$ cat src/hw/tzc_defines.svh
`ifndef TZC_DEFINES_SVH
`define TZC_DEFINES_SVH
// ****************************************
// register offsets on the word port
// ****************************************
`define TZC_OFS_CTRL0  3'h0
`define TZC_OFS_CTRL1  3'h1
`define TZC_OFS_CNTLO  3'h2
`define TZC_OFS_HOLDHI 3'h3
`define TZC_OFS_IRQ    3'h4
// ****************************************
// field positions
// ****************************************
`define TZC_C0_EN      7
`define TZC_C0_PAD     6
`define TZC_C0_OUT     5
`define TZC_C0_WIDE    4
`define TZC_IRQ_FLAG   0
`define TZC_IRQ_IE     1
// ****************************************
// reset values and limits
// ****************************************
`define TZC_CTRL_RST   8'h00
`define TZC_HOLD_RST   8'hFF
`define TZC_CNT_MAX    16'hFFFF
`endif

$ cat src/hw/tzc_pkg.sv
package tzc_pkg;
  typedef enum logic [2:0] {
    SRC_PIN     = 3'b000,
    SRC_PIN_INV = 3'b001,
    SRC_INSTR   = 3'b010,
    SRC_HFO     = 3'b011,
    SRC_LFO     = 3'b100,
    SRC_MFO     = 3'b101,
    SRC_SECONDARY_OSCILLATOR    = 3'b110,
    SRC_LC1     = 3'b111
  } tzc_src_type;

  typedef struct packed {
    logic       en;
    logic       wide;
    logic [3:0] ps;
  } tzc_ctrl0_type;

  typedef struct packed {
    tzc_src_type cs;
    logic        unsync;
    logic [3:0]  ckps;
  } tzc_ctrl1_type;

  typedef struct packed {
    logic [2:0] addr;
    logic [7:0] wdata;
    logic       wr;
    logic       rd;
  } tzc_bus_type;
endpackage : tzc_pkg

$ cat src/hw/tzc_timer.sv
// The plain strobed port and the register addresses were chosen for this implementation.
`timescale 1ns/100ps
`default_nettype none
`include "tzc_defines.svh"

// Overview of operation
// - synchronized input: counter halts while the device sleeps
// - unsynchronized input keeps counting in sleep, wakes device if enabled
// - 8-bit mode: event when low byte equals period value
// - 16-bit mode: event when count wraps from FFFF to zero
// - flag set once every postscale field plus one events
// - flag with enable raises interrupt request and sleep wake
// - timer output goes to peripherals and to a pin
// - output level readable at control zero bit 5
// - match pulse high one prescaled period per postscaled event
// - square-wave output toggles on each match pulse rise
// - control zero bit 7 enables module, zero holds it idle
// - control zero bit 4 selects 16-bit versus 8-bit
// - control zero bits 3..0 divide events by n plus one
// - control one bits 7..5 pick the clock source
// - control one bit 4 set keeps the counter running in sleep
// - control one bits 3..0 prescale by two to the n
// - control zero bit 6 always reads zero
// - all control bits reset to zero
// - one byte holding register reaches the high count byte
// - 8-bit match clears low byte, reloads period buffer
// - 16-bit low byte read latches high count byte
// - 16-bit low byte write loads high byte from holding
// - scalers cleared by low write, control writes, reset
module tzc_timer
  import tzc_pkg::*;
(
  input  wire logic        clk_sys,
  input  wire logic        arst_n,
  input  wire tzc_bus_type bus_req,
  input  wire logic        sleep_mode,
  input  wire logic        external_clock_pin_input,
  input  wire logic        high_freq_internal_osc,
  input  wire logic        low_freq_internal_osc,
  input  wire logic        mid_freq_internal_osc,
  input  wire logic        secondary_oscillator,
  input  wire logic        logic_cell_one_output,
  output logic [7:0]       rd_data,
  output logic             match_pulse_out,
  output logic             timer_out,
  output logic             irq_req,
  output logic             wake_req
);

  // ****************************************
  // helpers
  // ****************************************
  function automatic logic presc_hit(
    input logic [14:0] c,
    input logic [3:0]  n
  );
    logic [15:0] m;
    m = (16'h0001 << n) - 16'h0001;
    return (c & m[14:0]) == m[14:0];
  endfunction : presc_hit

  function automatic logic is_wr(
    input tzc_bus_type b,
    input logic [2:0]  a
  );
    return b.wr && (b.addr == a);
  endfunction : is_wr

  // ****************************************
  // state
  // ****************************************
  tzc_ctrl0_type ctrl0_reg;
  tzc_ctrl1_type ctrl1_reg;
  logic [15:0]   cnt_reg;
  logic [7:0]    hold_hi_reg;
  logic [7:0]    period_reg;
  logic [14:0]   presc_reg;
  logic [3:0]    post_reg;
  logic          flag_reg;
  logic          ie_reg;
  logic [7:0]    meta_reg;
  logic [7:0]    sync_reg;
  logic [7:0]    prev_reg;

  logic       wr_c0;
  logic       wr_c1;
  logic       wr_lo;
  logic       wr_hi;
  logic       wr_irq;
  logic       rd_lo;
  logic       scal_clr;
  logic       run;
  logic [7:0] src_vec;
  logic [7:0] rise;
  logic       src_edge;
  logic       presc_tick;
  logic       lo_match;
  logic       cnt_event;
  logic       post_ev;
  logic [7:0] rd_mux;

  assign wr_c0  = is_wr(bus_req, `TZC_OFS_CTRL0);
  assign wr_c1  = is_wr(bus_req, `TZC_OFS_CTRL1);
  assign wr_lo  = is_wr(bus_req, `TZC_OFS_CNTLO);
  assign wr_hi  = is_wr(bus_req, `TZC_OFS_HOLDHI);
  assign wr_irq = is_wr(bus_req, `TZC_OFS_IRQ);
  assign rd_lo  = bus_req.rd && (bus_req.addr == `TZC_OFS_CNTLO);
  assign scal_clr = wr_lo || wr_c0 || wr_c1;

  // ****************************************
  // clock source selection
  // ****************************************
  // every source but the instruction clock is brought in through two flops, also in unsync mode:
  // the block has one clock, so unsync only changes the sleep behaviour
  assign src_vec = {logic_cell_one_output, secondary_oscillator,
                    mid_freq_internal_osc, low_freq_internal_osc,
                    high_freq_internal_osc, 1'b0,
                    ~external_clock_pin_input,
                    external_clock_pin_input};

  always_ff @(posedge clk_sys or negedge arst_n) begin
    if (!arst_n) begin
      meta_reg <= 8'h00;
      sync_reg <= 8'h00;
      prev_reg <= 8'h00;
    end else begin
      meta_reg <= src_vec;
      sync_reg <= meta_reg;
      prev_reg <= sync_reg;
    end
  end

  assign rise = sync_reg & ~prev_reg;
  // the instruction clock source ticks every cycle
  assign src_edge = (ctrl1_reg.cs == SRC_INSTR) ? 1'b1
                  : rise[ctrl1_reg.cs];
  // sync mode halts in sleep, unsync keeps running
  assign run = ctrl0_reg.en
            && (!sleep_mode || ctrl1_reg.unsync);
  assign presc_tick = run && src_edge
                   && presc_hit(presc_reg, ctrl1_reg.ckps);

  // ****************************************
  // control registers
  // ****************************************
  always_ff @(posedge clk_sys or negedge arst_n) begin
    if (!arst_n) begin
      ctrl0_reg <= tzc_ctrl0_type'(6'(`TZC_CTRL_RST));
    end else if (wr_c0) begin
      ctrl0_reg.en   <= bus_req.wdata[`TZC_C0_EN];
      ctrl0_reg.wide <= bus_req.wdata[`TZC_C0_WIDE];
      ctrl0_reg.ps   <= bus_req.wdata[3:0];
    end
  end

  always_ff @(posedge clk_sys or negedge arst_n) begin
    if (!arst_n) begin
      ctrl1_reg <= tzc_ctrl1_type'(`TZC_CTRL_RST);
    end else if (wr_c1) begin
      ctrl1_reg <= tzc_ctrl1_type'(bus_req.wdata);
    end
  end

  // ****************************************
  // prescaler and postscaler
  // ****************************************
  always_ff @(posedge clk_sys or negedge arst_n) begin
    if (!arst_n) begin
      presc_reg <= 15'h0000;
    end else if (scal_clr || !ctrl0_reg.en) begin
      presc_reg <= 15'h0000;
    end else if (run && src_edge) begin
      presc_reg <= presc_reg + 15'h0001;
    end
  end

  assign lo_match  = cnt_reg[7:0] == period_reg;
  assign cnt_event = presc_tick && !wr_lo
                  && (ctrl0_reg.wide ? (cnt_reg == `TZC_CNT_MAX)
                                     : lo_match);
  assign post_ev = cnt_event && (post_reg == ctrl0_reg.ps);

  always_ff @(posedge clk_sys or negedge arst_n) begin
    if (!arst_n) begin
      post_reg <= 4'h0;
    end else if (scal_clr) begin
      post_reg <= 4'h0;
    end else if (cnt_event) begin
      post_reg <= post_ev ? 4'h0 : post_reg + 4'h1;
    end
  end

  // ****************************************
  // count and holding registers
  // ****************************************
  // a bus write wins over a same-cycle tick, so software loads are exact
  always_ff @(posedge clk_sys or negedge arst_n) begin
    if (!arst_n) begin
      cnt_reg <= 16'h0000;
    end else if (wr_lo) begin
      cnt_reg[7:0] <= bus_req.wdata;
      if (ctrl0_reg.wide) begin
        cnt_reg[15:8] <= hold_hi_reg;
      end
    end else if (presc_tick) begin
      if (ctrl0_reg.wide) begin
        cnt_reg <= cnt_reg + 16'h0001;
      end else if (lo_match) begin
        cnt_reg[7:0] <= 8'h00;
      end else begin
        cnt_reg[7:0] <= cnt_reg[7:0] + 8'h01;
      end
    end
  end

  always_ff @(posedge clk_sys or negedge arst_n) begin
    if (!arst_n) begin
      hold_hi_reg <= `TZC_HOLD_RST;
    end else if (wr_hi) begin
      hold_hi_reg <= bus_req.wdata;
    end else if (rd_lo && ctrl0_reg.wide) begin
      hold_hi_reg <= cnt_reg[15:8];
    end
  end

  // a new period only takes effect at the next match
  always_ff @(posedge clk_sys or negedge arst_n) begin
    if (!arst_n) begin
      period_reg <= `TZC_HOLD_RST;
    end else if (cnt_event && !ctrl0_reg.wide) begin
      period_reg <= hold_hi_reg;
    end
  end

  // ****************************************
  // flag and requests
  // ****************************************
  always_ff @(posedge clk_sys or negedge arst_n) begin
    if (!arst_n) begin
      flag_reg <= 1'b0;
    end else if (post_ev) begin
      flag_reg <= 1'b1;
    end else if (wr_irq && !bus_req.wdata[`TZC_IRQ_FLAG]) begin
      flag_reg <= 1'b0;
    end
  end

  always_ff @(posedge clk_sys or negedge arst_n) begin
    if (!arst_n) begin
      ie_reg <= 1'b0;
    end else if (wr_irq) begin
      ie_reg <= bus_req.wdata[`TZC_IRQ_IE];
    end
  end

  always_ff @(posedge clk_sys or negedge arst_n) begin
    if (!arst_n) begin
      irq_req  <= 1'b0;
      wake_req <= 1'b0;
    end else begin
      irq_req  <= flag_reg && ie_reg;
      wake_req <= flag_reg && ie_reg && sleep_mode;
    end
  end

  // ****************************************
  // outputs
  // ****************************************
  // pulse spans from the event to the next prescaled tick
  always_ff @(posedge clk_sys or negedge arst_n) begin
    if (!arst_n) begin
      match_pulse_out <= 1'b0;
    end else if (post_ev) begin
      match_pulse_out <= 1'b1;
    end else if (presc_tick || !ctrl0_reg.en) begin
      match_pulse_out <= 1'b0;
    end
  end

  always_ff @(posedge clk_sys or negedge arst_n) begin
    if (!arst_n) begin
      timer_out <= 1'b0;
    end else if (post_ev) begin
      timer_out <= ~timer_out;
    end
  end

  // ****************************************
  // register read port
  // ****************************************
  always_comb begin
    case (bus_req.addr)
      `TZC_OFS_CTRL0:  rd_mux = {ctrl0_reg.en, 1'b0, timer_out,
                                 ctrl0_reg.wide,
                                 ctrl0_reg.ps};
      `TZC_OFS_CTRL1:  rd_mux = ctrl1_reg;
      `TZC_OFS_CNTLO:  rd_mux = cnt_reg[7:0];
      `TZC_OFS_HOLDHI: rd_mux = hold_hi_reg;
      `TZC_OFS_IRQ:    rd_mux = {6'h00, ie_reg, flag_reg};
      default:         rd_mux = 8'h00;
    endcase
  end

  always_ff @(posedge clk_sys or negedge arst_n) begin
    if (!arst_n) begin
      rd_data <= 8'h00;
    end else begin
      rd_data <= bus_req.rd ? rd_mux : 8'h00;
    end
  end
endmodule : tzc_timer
`default_nettype wire

$ cat config.mk
export PLATFORM = sky130hd
export DESIGN_NAME = tzc_timer
export DESIGN_NICKNAME = d
export VERILOG_FILES = /design/src/hw/tzc_pkg.sv /design/src/hw/tzc_timer.sv
export VERILOG_INCLUDE_DIRS = /design/src /design/src/hw
export SDC_FILE = /design/constraint.sdc
export NUM_CORES = 1
export LEC_CHECK = 0
export BUFFER_PORTS_ARGS = -buffer_cell sky130_fd_sc_hd__buf_2
export CAP_MARGIN = 20
export CORE_ASPECT_RATIO = 1.5
export CORE_MARGIN = 2
export CORE_UTILIZATION = 65
export DETAILED_ROUTE_END_ITERATION = 16
export PLACE_DENSITY = 0.85
export SKIP_CTS_REPAIR_TIMING = 1
export SYNTH_ARGS = -nofsm -noshare
export SYNTH_HDL_FRONTEND = slang
export SYNTH_SLANG_ARGS = --single-unit
$ cat constraint.sdc
create_clock -name clk_sys -period 9.4 [get_ports clk_sys]
set_clock_uncertainty 0.15 [all_clocks]
set_input_delay 1.41 -clock clk_sys [delete_from_list [all_inputs] [get_ports clk_sys]]
set_output_delay 1.41 -clock clk_sys [all_outputs]
set_load 0.005 [all_outputs]
==> impl_metrics.json, run 1 <==
{
  "outcome": "complete, no violations",
  "pre_cts_slack_ns": 5.32,
  "max_freq_mhz": 255,
  "cts_tree": "done",
  "die-height_um": 114,
  "drv_slew": 0,
  "ant_nets": 0,
  "ys_types": 62,
  "grt_pass1_wl_mm": 22.1,
  "worstPathMaxFanout": 21,
  "tightest_slew_ns": 1.11,
  "fin_nets": 566,
  "irDropWorstVdd_v": 0.000159,
  "diodes": 0,
  "yosys_warnings": 0,
  "cellPowerDensity_nw_per_um2": 196,
  "syn-num-nets": 550,
  "drt_first_iter_violations": 596,
  "avgSynthCellArea_um2": 10.1,
  "switchingPower_mw": 0.370,
  "required_ns": 9.53,
  "power.leakage_nw": 2.48,
  "yosysSeqAreaShare_pct": 47.8,
  "finalSetupViolCount": 0,
  "initial_core_util_pct": 66.3,
  "routedWlPerCell_um": 20.9,
  "rsz0062_at_grt": "no",
  "grt_overflow_total": 0,
  "synth-async-reset-ratio_pct": 100,
  "io_pins": 34,
  "clkPwrFrac_pct": 32.5,
  "insertion_delay_ns": 0.35,
  "cts_max_path_buffers": 2,
  "dieArea_um2": 8860,
  "post-dp-hpwl_mm": 9.47,
  "row_count": 40,
  "post-route-min-period_ns": 3.92,
  "setup.worst_path.class": "reg2reg",
  "first_pass_iters": 5,
  "grt_pass1_vias": 4258,
  "syn_area_um2": 5270,
  "die_w_um": 77.5,
  "htree_levels": 3,
  "clkSlewWorstSetupHoldPaths_ns": 0.07,
  "drcViolationCount": 0,
  "hold_viol": 0,
  "seqPwrFrac_pct": 50.1,
  "vias_per_cell": 6.70,
  "largest_reg_flops": 16,
  "synthXorXnorAreaFrac_pct": 4.49,
  "design.core.area_um2": 7960,
  "vias": 4353,
  "hp-class": "reg2reg",
  "fin_area_um2": 5740,
  "wl_mm": 13.6,
  "grt_max_degree": 59,
  "worstSetupStartpointType": "flip-flop",
  "finalWorstSetupSlack_ns": 5.48,
  "numPortBuffers": 33,
  "ys.flop_type": "dfrtp_1",
  "gp_congestion": 0.931,
  "cap_violations": 0,
  "intPower_mw": 0.752,
  "synth_compound_area_share_pct": 12.0,
  "stdcell_count": 650,
  "area_growth_pct": 8.85,
  "numCtsBuffers": 9,
  "syn-instance-count": 524,
  "ys_ff_latch": 100,
  "slew_headroom_pct": 26.1,
  "dp.cells": 634,
  "total_power_mw": 1.12,
  "placed_cell_area_um2": 5440,
  "cts-root-buf": "clkbuf_16",
  "combPwrFrac_pct": 17.4,
  "antenna_found_initial": 0,
  "swShare_pct": 33.0,
  "cts_num_sinks": 100,
  "grt_usage_pct": 32.9,
  "yosys.area_share.simple_pct": 22.9,
  "synth_top_family_by_area": "simple AND/OR/NAND/NOR gates",
  "finalCritPeriodShare_pct": 41.7,
  "synthMuxAreaShare_pct": 7.48,
  "crit_arrival_ns": 4.05,
  "synth_edf_count": 0,
  "cp-end-kind": "flip-flop",
  "drive_above_1_share_pct": 18.5,
  "synthAdderAreaFrac_pct": 0.949,
  "finalSetupTns_ns": 0
}
[layer usage]
metal  routed length, µm  GRT usage (%)  up-vias
li1                    -              -     1956
met1                4910           38.1     2117
met2                6980           55.7      226
met3                 975           5.91       54
met4                 750           22.4        0
met5                   0              0        -
[cells in the final DEF, fill, tap and decap left out, types with 5 or more instances in the layout]
master and instances:
xor2_1 23, nand3b_1 6, nor2b_1 5, nor3_1 10, buf_2 32, clkbuf_16 9, nand4_1 18, nor3b_1 8
dfstp_2 16, o22ai_1 5, a31oi_1 7, or4_1 10, nor2_1 52, mux2i_1 9, and3_1 14, a222oi_1 8
nand2_1 34, mux2_2 21, nand2b_1 7, inv_1 18, dfrtp_1 84, nand3_1 25, o21ai_0 23, a21oi_1 19
[final cells by class]
cell class	instances	area (µm²)
flip-flops and latches	100	2520
multi-input cells	375	2530
fillers	577	2220
repair buffers	36	190
clock buffers	9	225
clock inverters	7	73.8
well taps	105	131
inverters	18	67.6
[synth_stat cells, types with 3 or more instances]
master,count,share of area (%)
nand2b_1,7,0.83
mux4_2,3,1.3
dfstp_2,16,8.0
a222oi_1,8,1.5
nor3_1,10,0.95
inv_1,18,1.3
nand3_1,25,2.4
mux2_2,21,4.5
nor3b_1,8,1.1
nand3b_1,6,0.85
a31oi_1,7,0.83
mux2i_1,9,1.7
nor2b_1,5,0.59
buf_2,8,0.76
a311oi_1,4,0.66
o21ai_0,23,2.2
and2_1,4,0.47
nor2_1,52,3.7
nor4_1,3,0.36
nand2_1,34,2.4
nand4_1,18,2.1
and3_1,14,1.7
o31ai_1,4,0.57
buf_1,6,0.43
or3_1,4,0.47
clkbuf_1,12,0.85
dfrtp_1,84,40
xor2_1,23,3.8
buf_6,4,0.85
o22ai_1,5,0.59
a21oi_1,19,1.8
o22a_1,4,0.66
or4_1,10,1.4
ha_1,4,0.95
xnor2_1,4,0.66
a211oi_1,3,0.43
[stage by stage]
stage | utilization [%] | hold slack (ns)
floorplan | - | 0.181
global placement | 68.4 | 0.182
detailed placement | 68.4 | 0.186
CTS | 72.1 | 0.204
global route | 72.1 | 0.210
finish | 72.1 | 0.201
[worst max-delay path, cell delays in order, from the launching register on]
cell and delay, ns:
dfrtp_1 0.71, nor2_1 0.16, nand3b_1 0.12, ha_1 0.45, nor3b_1 0.13, nand2_1 0.09, o21ai_0 0.14, a2111oi_4 0.57
nand2_1 0.42, nor3_4 0.51, mux2_2 0.39
[path summary, 6_finish.rpt]
check	depth (start not counted)	slack [ns]	startpoint	endpoint
worst max-delay path	10	5.48	ctrl1_reg[3]$_DFFE_PN0P_	period_reg[1]$_DFFE_PN1P_
worst min-delay path	0	0.20	meta_reg[1]$_DFF_PN0_	sync_reg[1]$_DFF_PN0_
worst max register to register	10	5.48	ctrl1_reg[3]$_DFFE_PN0P_	period_reg[1]$_DFFE_PN1P_
worst min register to register	0	0.20	meta_reg[1]$_DFF_PN0_	sync_reg[1]$_DFF_PN0_
max in group asynchronous	2	7.11	arst_n	presc_reg[11]$_DFFE_PN0P_
min in group asynchronous	1	0.87	arst_n	ie_reg$_DFFE_PN0P_
[cells by family (layout without fill, tap and decap cells)]
family	after synthesis	after routing
buf+inv	49	70
compound gates	92	92
mux	33	33
xor+xnor	27	27
flops	100	100
fa+ha+maj	4	4
simple gates	219	219
[power groups by stage]
stage | sequential [mW] | combinational (mW) | clock, mW
final | 0.562 | 0.195 | 0.365
after global routing | 0.568 | 0.216 | 0.387
after CTS | 0.559 | 0.194 | 0.370
after detailed placement | 0.568 | 0.191 | 0
after global placement | 0.564 | 0.184 | 0
after floorplan | 0.516 | 0.173 | 0
Power figures use the tool's default switching activity.
==> run 2: changes to the inputs <==
--- a/config.mk
+++ b/config.mk
@@ -6,13 +6,14 @@
 export SDC_FILE = /design/constraint.sdc
 export NUM_CORES = 1
 export LEC_CHECK = 0
+export ABC_AREA = 1
 export BUFFER_PORTS_ARGS = -buffer_cell sky130_fd_sc_hd__buf_2
 export CAP_MARGIN = 20
 export CORE_ASPECT_RATIO = 1.5
 export CORE_MARGIN = 2
-export CORE_UTILIZATION = 65
+export CORE_UTILIZATION = 61
 export DETAILED_ROUTE_END_ITERATION = 16
-export PLACE_DENSITY = 0.85
+export PLACE_DENSITY = 0.8
 export SKIP_CTS_REPAIR_TIMING = 1
 export SYNTH_ARGS = -nofsm -noshare
 export SYNTH_HDL_FRONTEND = slang
==> constraint.sdc (replaced) <==
create_clock -name clk_sys -period 4 [get_ports clk_sys]
set_clock_uncertainty 0.15 [all_clocks]
set_input_delay 0.6 -clock clk_sys [delete_from_list [all_inputs] [get_ports clk_sys]]
set_output_delay 0.6 -clock clk_sys [all_outputs]
set_load 0.005 [all_outputs]
==> impl_metrics.json, run 2 <==
{
  "outcome": "complete, no violations",
  "yosys.area.top_type_share_pct": 38.8,
  "synth-async-reset-ratio_pct": 100,
  "path_delay_family": "simple AND/OR/NAND/NOR gates",
  "ys_types": 42,
  "yosysTopAreaCell": "dfrtp_1",
  "synthTopCellsByArea": "dfrtp_1, nand2_1, dfstp_2",
  "swShare_pct": 33.1,
  "cp-end-kind": "flip-flop",
  "avgSynthCellArea_um2": 7.95,
  "irDropWorstVdd_v": 0.000283,
  "post-dp-hpwl_mm": 11.2,
  "syn_area_um2": 5410,
  "design.core.area_um2": 8720,
  "drcViolationCount": 0,
  "insertion_delay_ns": 0.34,
  "drv_slew": 0,
  "drt_first_iter_violations": 422,
  "cap_violations": 0,
  "synthMuxAreaShare_pct": 0.185,
  "cts_max_path_buffers": 2,
  "yosysMostFrequentCell": "nand2_1",
  "intPower_mw": 1.81,
  "ant_nets": 0,
  "grt_pass1_wl_mm": 24.0,
  "cellPowerDensity_nw_per_um2": 452,
  "synth_edf_count": 0,
  "clkPwrFrac_pct": 33.1,
  "io_pins": 34,
  "cts_tree": "done",
  "slowest_stage": "dfrtp_1",
  "largest_reg_flops": 16,
  "cts-root-buf": "clkbuf_16",
  "drive_above_1_share_pct": 15.1,
  "wl_mm": 15.1,
  "synth_common_cells": "nand2_1, dfrtp_1, inv_1",
  "crit_buf_inv": 0,
  "gp_congestion": 1.02,
  "first_pass_iters": 5,
  "finalSetupTns_ns": 0,
  "numCtsBuffers": 9,
  "tightest_slew_ns": 0.723,
  "numPortBuffers": 33,
  "clkSlewWorstSetupHoldPaths_ns": 0.07,
  "syn-instance-count": 681,
  "slew_headroom_pct": 51.8,
  "dieArea_um2": 9660,
  "max_freq_mhz": 336,
  "area_growth_pct": 10.5,
  "synth_compound_area_share_pct": 11.4,
  "synthXorXnorAreaFrac_pct": 3.24,
  "crit_arrival_ns": 3.06,
  "yosys_warnings": 0,
  "power.leakage_nw": 2.87,
  "diodes": 0,
  "dp.cells": 816,
  "row_count": 42,
  "worstPathMaxFanout": 16,
  "setup.worst_path.class": "reg2reg",
  "die-height_um": 119,
  "critical_path.max_stage_delay_ns": 0.54,
  "hp-class": "reg2reg",
  "total_power_mw": 2.70,
  "placed_cell_area_um2": 5670,
  "initial_core_util_pct": 62.1,
  "path_cells": "nor2_4, nand3_1, ha_1, or2_2, nand3_1, nor2_2, nand2_1, nor2_1, nand2_1, nor2_1, nand2_1, nand2_2, nand2_4, nor2_1, a21oi_2",
  "synth_top_family_by_area": "simple AND/OR/NAND/NOR gates",
  "htree_levels": 3,
  "combPwrFrac_pct": 20.4,
  "final_common_cell": "nand2_1",
  "grt_usage_pct": 33.2,
  "yosys.area_share.simple_pct": 30.4,
  "ys_ff_latch": 100,
  "fin_area_um2": 5980,
  "seqPwrFrac_pct": 46.5,
  "vias_per_cell": 5.94,
  "worstSetupStartpointType": "flip-flop",
  "finalCritPeriodShare_pct": 74.5,
  "vias": 4952,
  "required_ns": 4.08,
  "final_cell_mix": "nand2_1, dfrtp_1, inv_1",
  "synthAdderAreaFrac_pct": 0.924,
  "switchingPower_mw": 0.896,
  "yosysSeqAreaShare_pct": 46.6,
  "cts_num_sinks": 100,
  "final_util_pct": 68.6,
  "routedWlPerCell_um": 18.2,
  "finalSetupViolCount": 0,
  "fin_nets": 744,
  "hold_viol": 0,
  "die_w_um": 80.9,
  "post-route-min-period_ns": 2.98,
  "rsz0062_at_grt": "no",
  "ys.flop_type": "dfrtp_1",
  "grt_max_degree": 51,
  "grt_overflow_total": 0,
  "antenna_found_initial": 0,
  "grt_pass1_vias": 4787,
  "stdcell_count": 833,
  "syn-num-nets": 707
}
==> run 2: changes by cell type after synthesis, sizes merged, moves of 9 or more <==
| cell | change |
|---|---|
| or4 | -10 |
| buf | -13 |
| and3 | -14 |
| inv | +64 |
| nand3 | +35 |
| mux2 | -21 |
| o211ai | +10 |
| o21ai | +24 |
| nor2 | +9 |
| nand2 | +158 |
==> run 2: path summary, 6_finish.rpt <==
path | startpoint | cells after the start | endpoint | slack, ns
max | ctrl1_reg[3]$_DFFE_PN0P_ | 15 | cnt_reg[10]$_DFFE_PN0P_ | 1.02
min | meta_reg[1]$_DFF_PN0_ | 0 | sync_reg[1]$_DFF_PN0_ | 0.20
max reg2reg | ctrl1_reg[3]$_DFFE_PN0P_ | 15 | cnt_reg[10]$_DFFE_PN0P_ | 1.02
min reg2reg | meta_reg[1]$_DFF_PN0_ | 0 | sync_reg[1]$_DFF_PN0_ | 0.20
max in group asynchronous | arst_n | 3 | post_reg[2]$_DFFE_PN0P_ | 2.37
min in group asynchronous | arst_n | 2 | prev_reg[5]$_DFF_PN0_ | 0.46
==> run 2: power by group through the flow <==
stage	clock network, mW	registers (mW)	logic, mW
2_1_floorplan	0	1.20	0.419
3_3_place_gp	0	1.27	0.523
3_5_place_dp	0	1.27	0.535
4_1_cts	0.898	1.25	0.543
5_1_grt	0.935	1.27	0.617
6_report	0.894	1.26	0.552
==> run 2: worst register-to-register path, delay by kind of cell (launching register included) <==
family | cells | cell delay (ns)
fa+ha+maj | 1 | 0.29
flops | 1 | 0.54
compound gates | 1 | 0.04
simple gates | 13 | 1.85
==> run 2: layout make-up <==
cell class / count / area (µm²)
fillers: 737 / 2740
flip-flops and latches: 100 / 2520
multi-input cells: 486 / 2500
inverters: 84 / 318
clock buffers: 11 / 243
repair buffers: 37 / 200
well taps: 110 / 138
clock inverters: 5 / 62.6
==> run 2: per-stage QoR <==
stage                     setup slack (ns)  hold slack, ns
after CTS                             1.06         -0.0803
after global routing                 0.771           0.197
after detailed placement             0.958           0.192
final                                 1.02           0.200
after global placement                1.05           0.181
after floorplan                       1.68           0.154
==> run 2: routing by layer <==
metal / GRT usage, % / up-vias / part of all wire, %
met2: 57.8 / 206 / 52
met4: 19.9 / 0 / 6.4
met3: 5.53 / 79 / 5.2
met1: 36.9 / 2357 / 36
li1: - / 2310 / -
met5: 0 / - / 0
==> run 2: cells by family after synthesis <==
logic type | Yosys count
compound gates | 102
xor+xnor | 20
fa+ha+maj | 4
buf+inv | 95
flops | 100
mux | 1
simple gates | 359
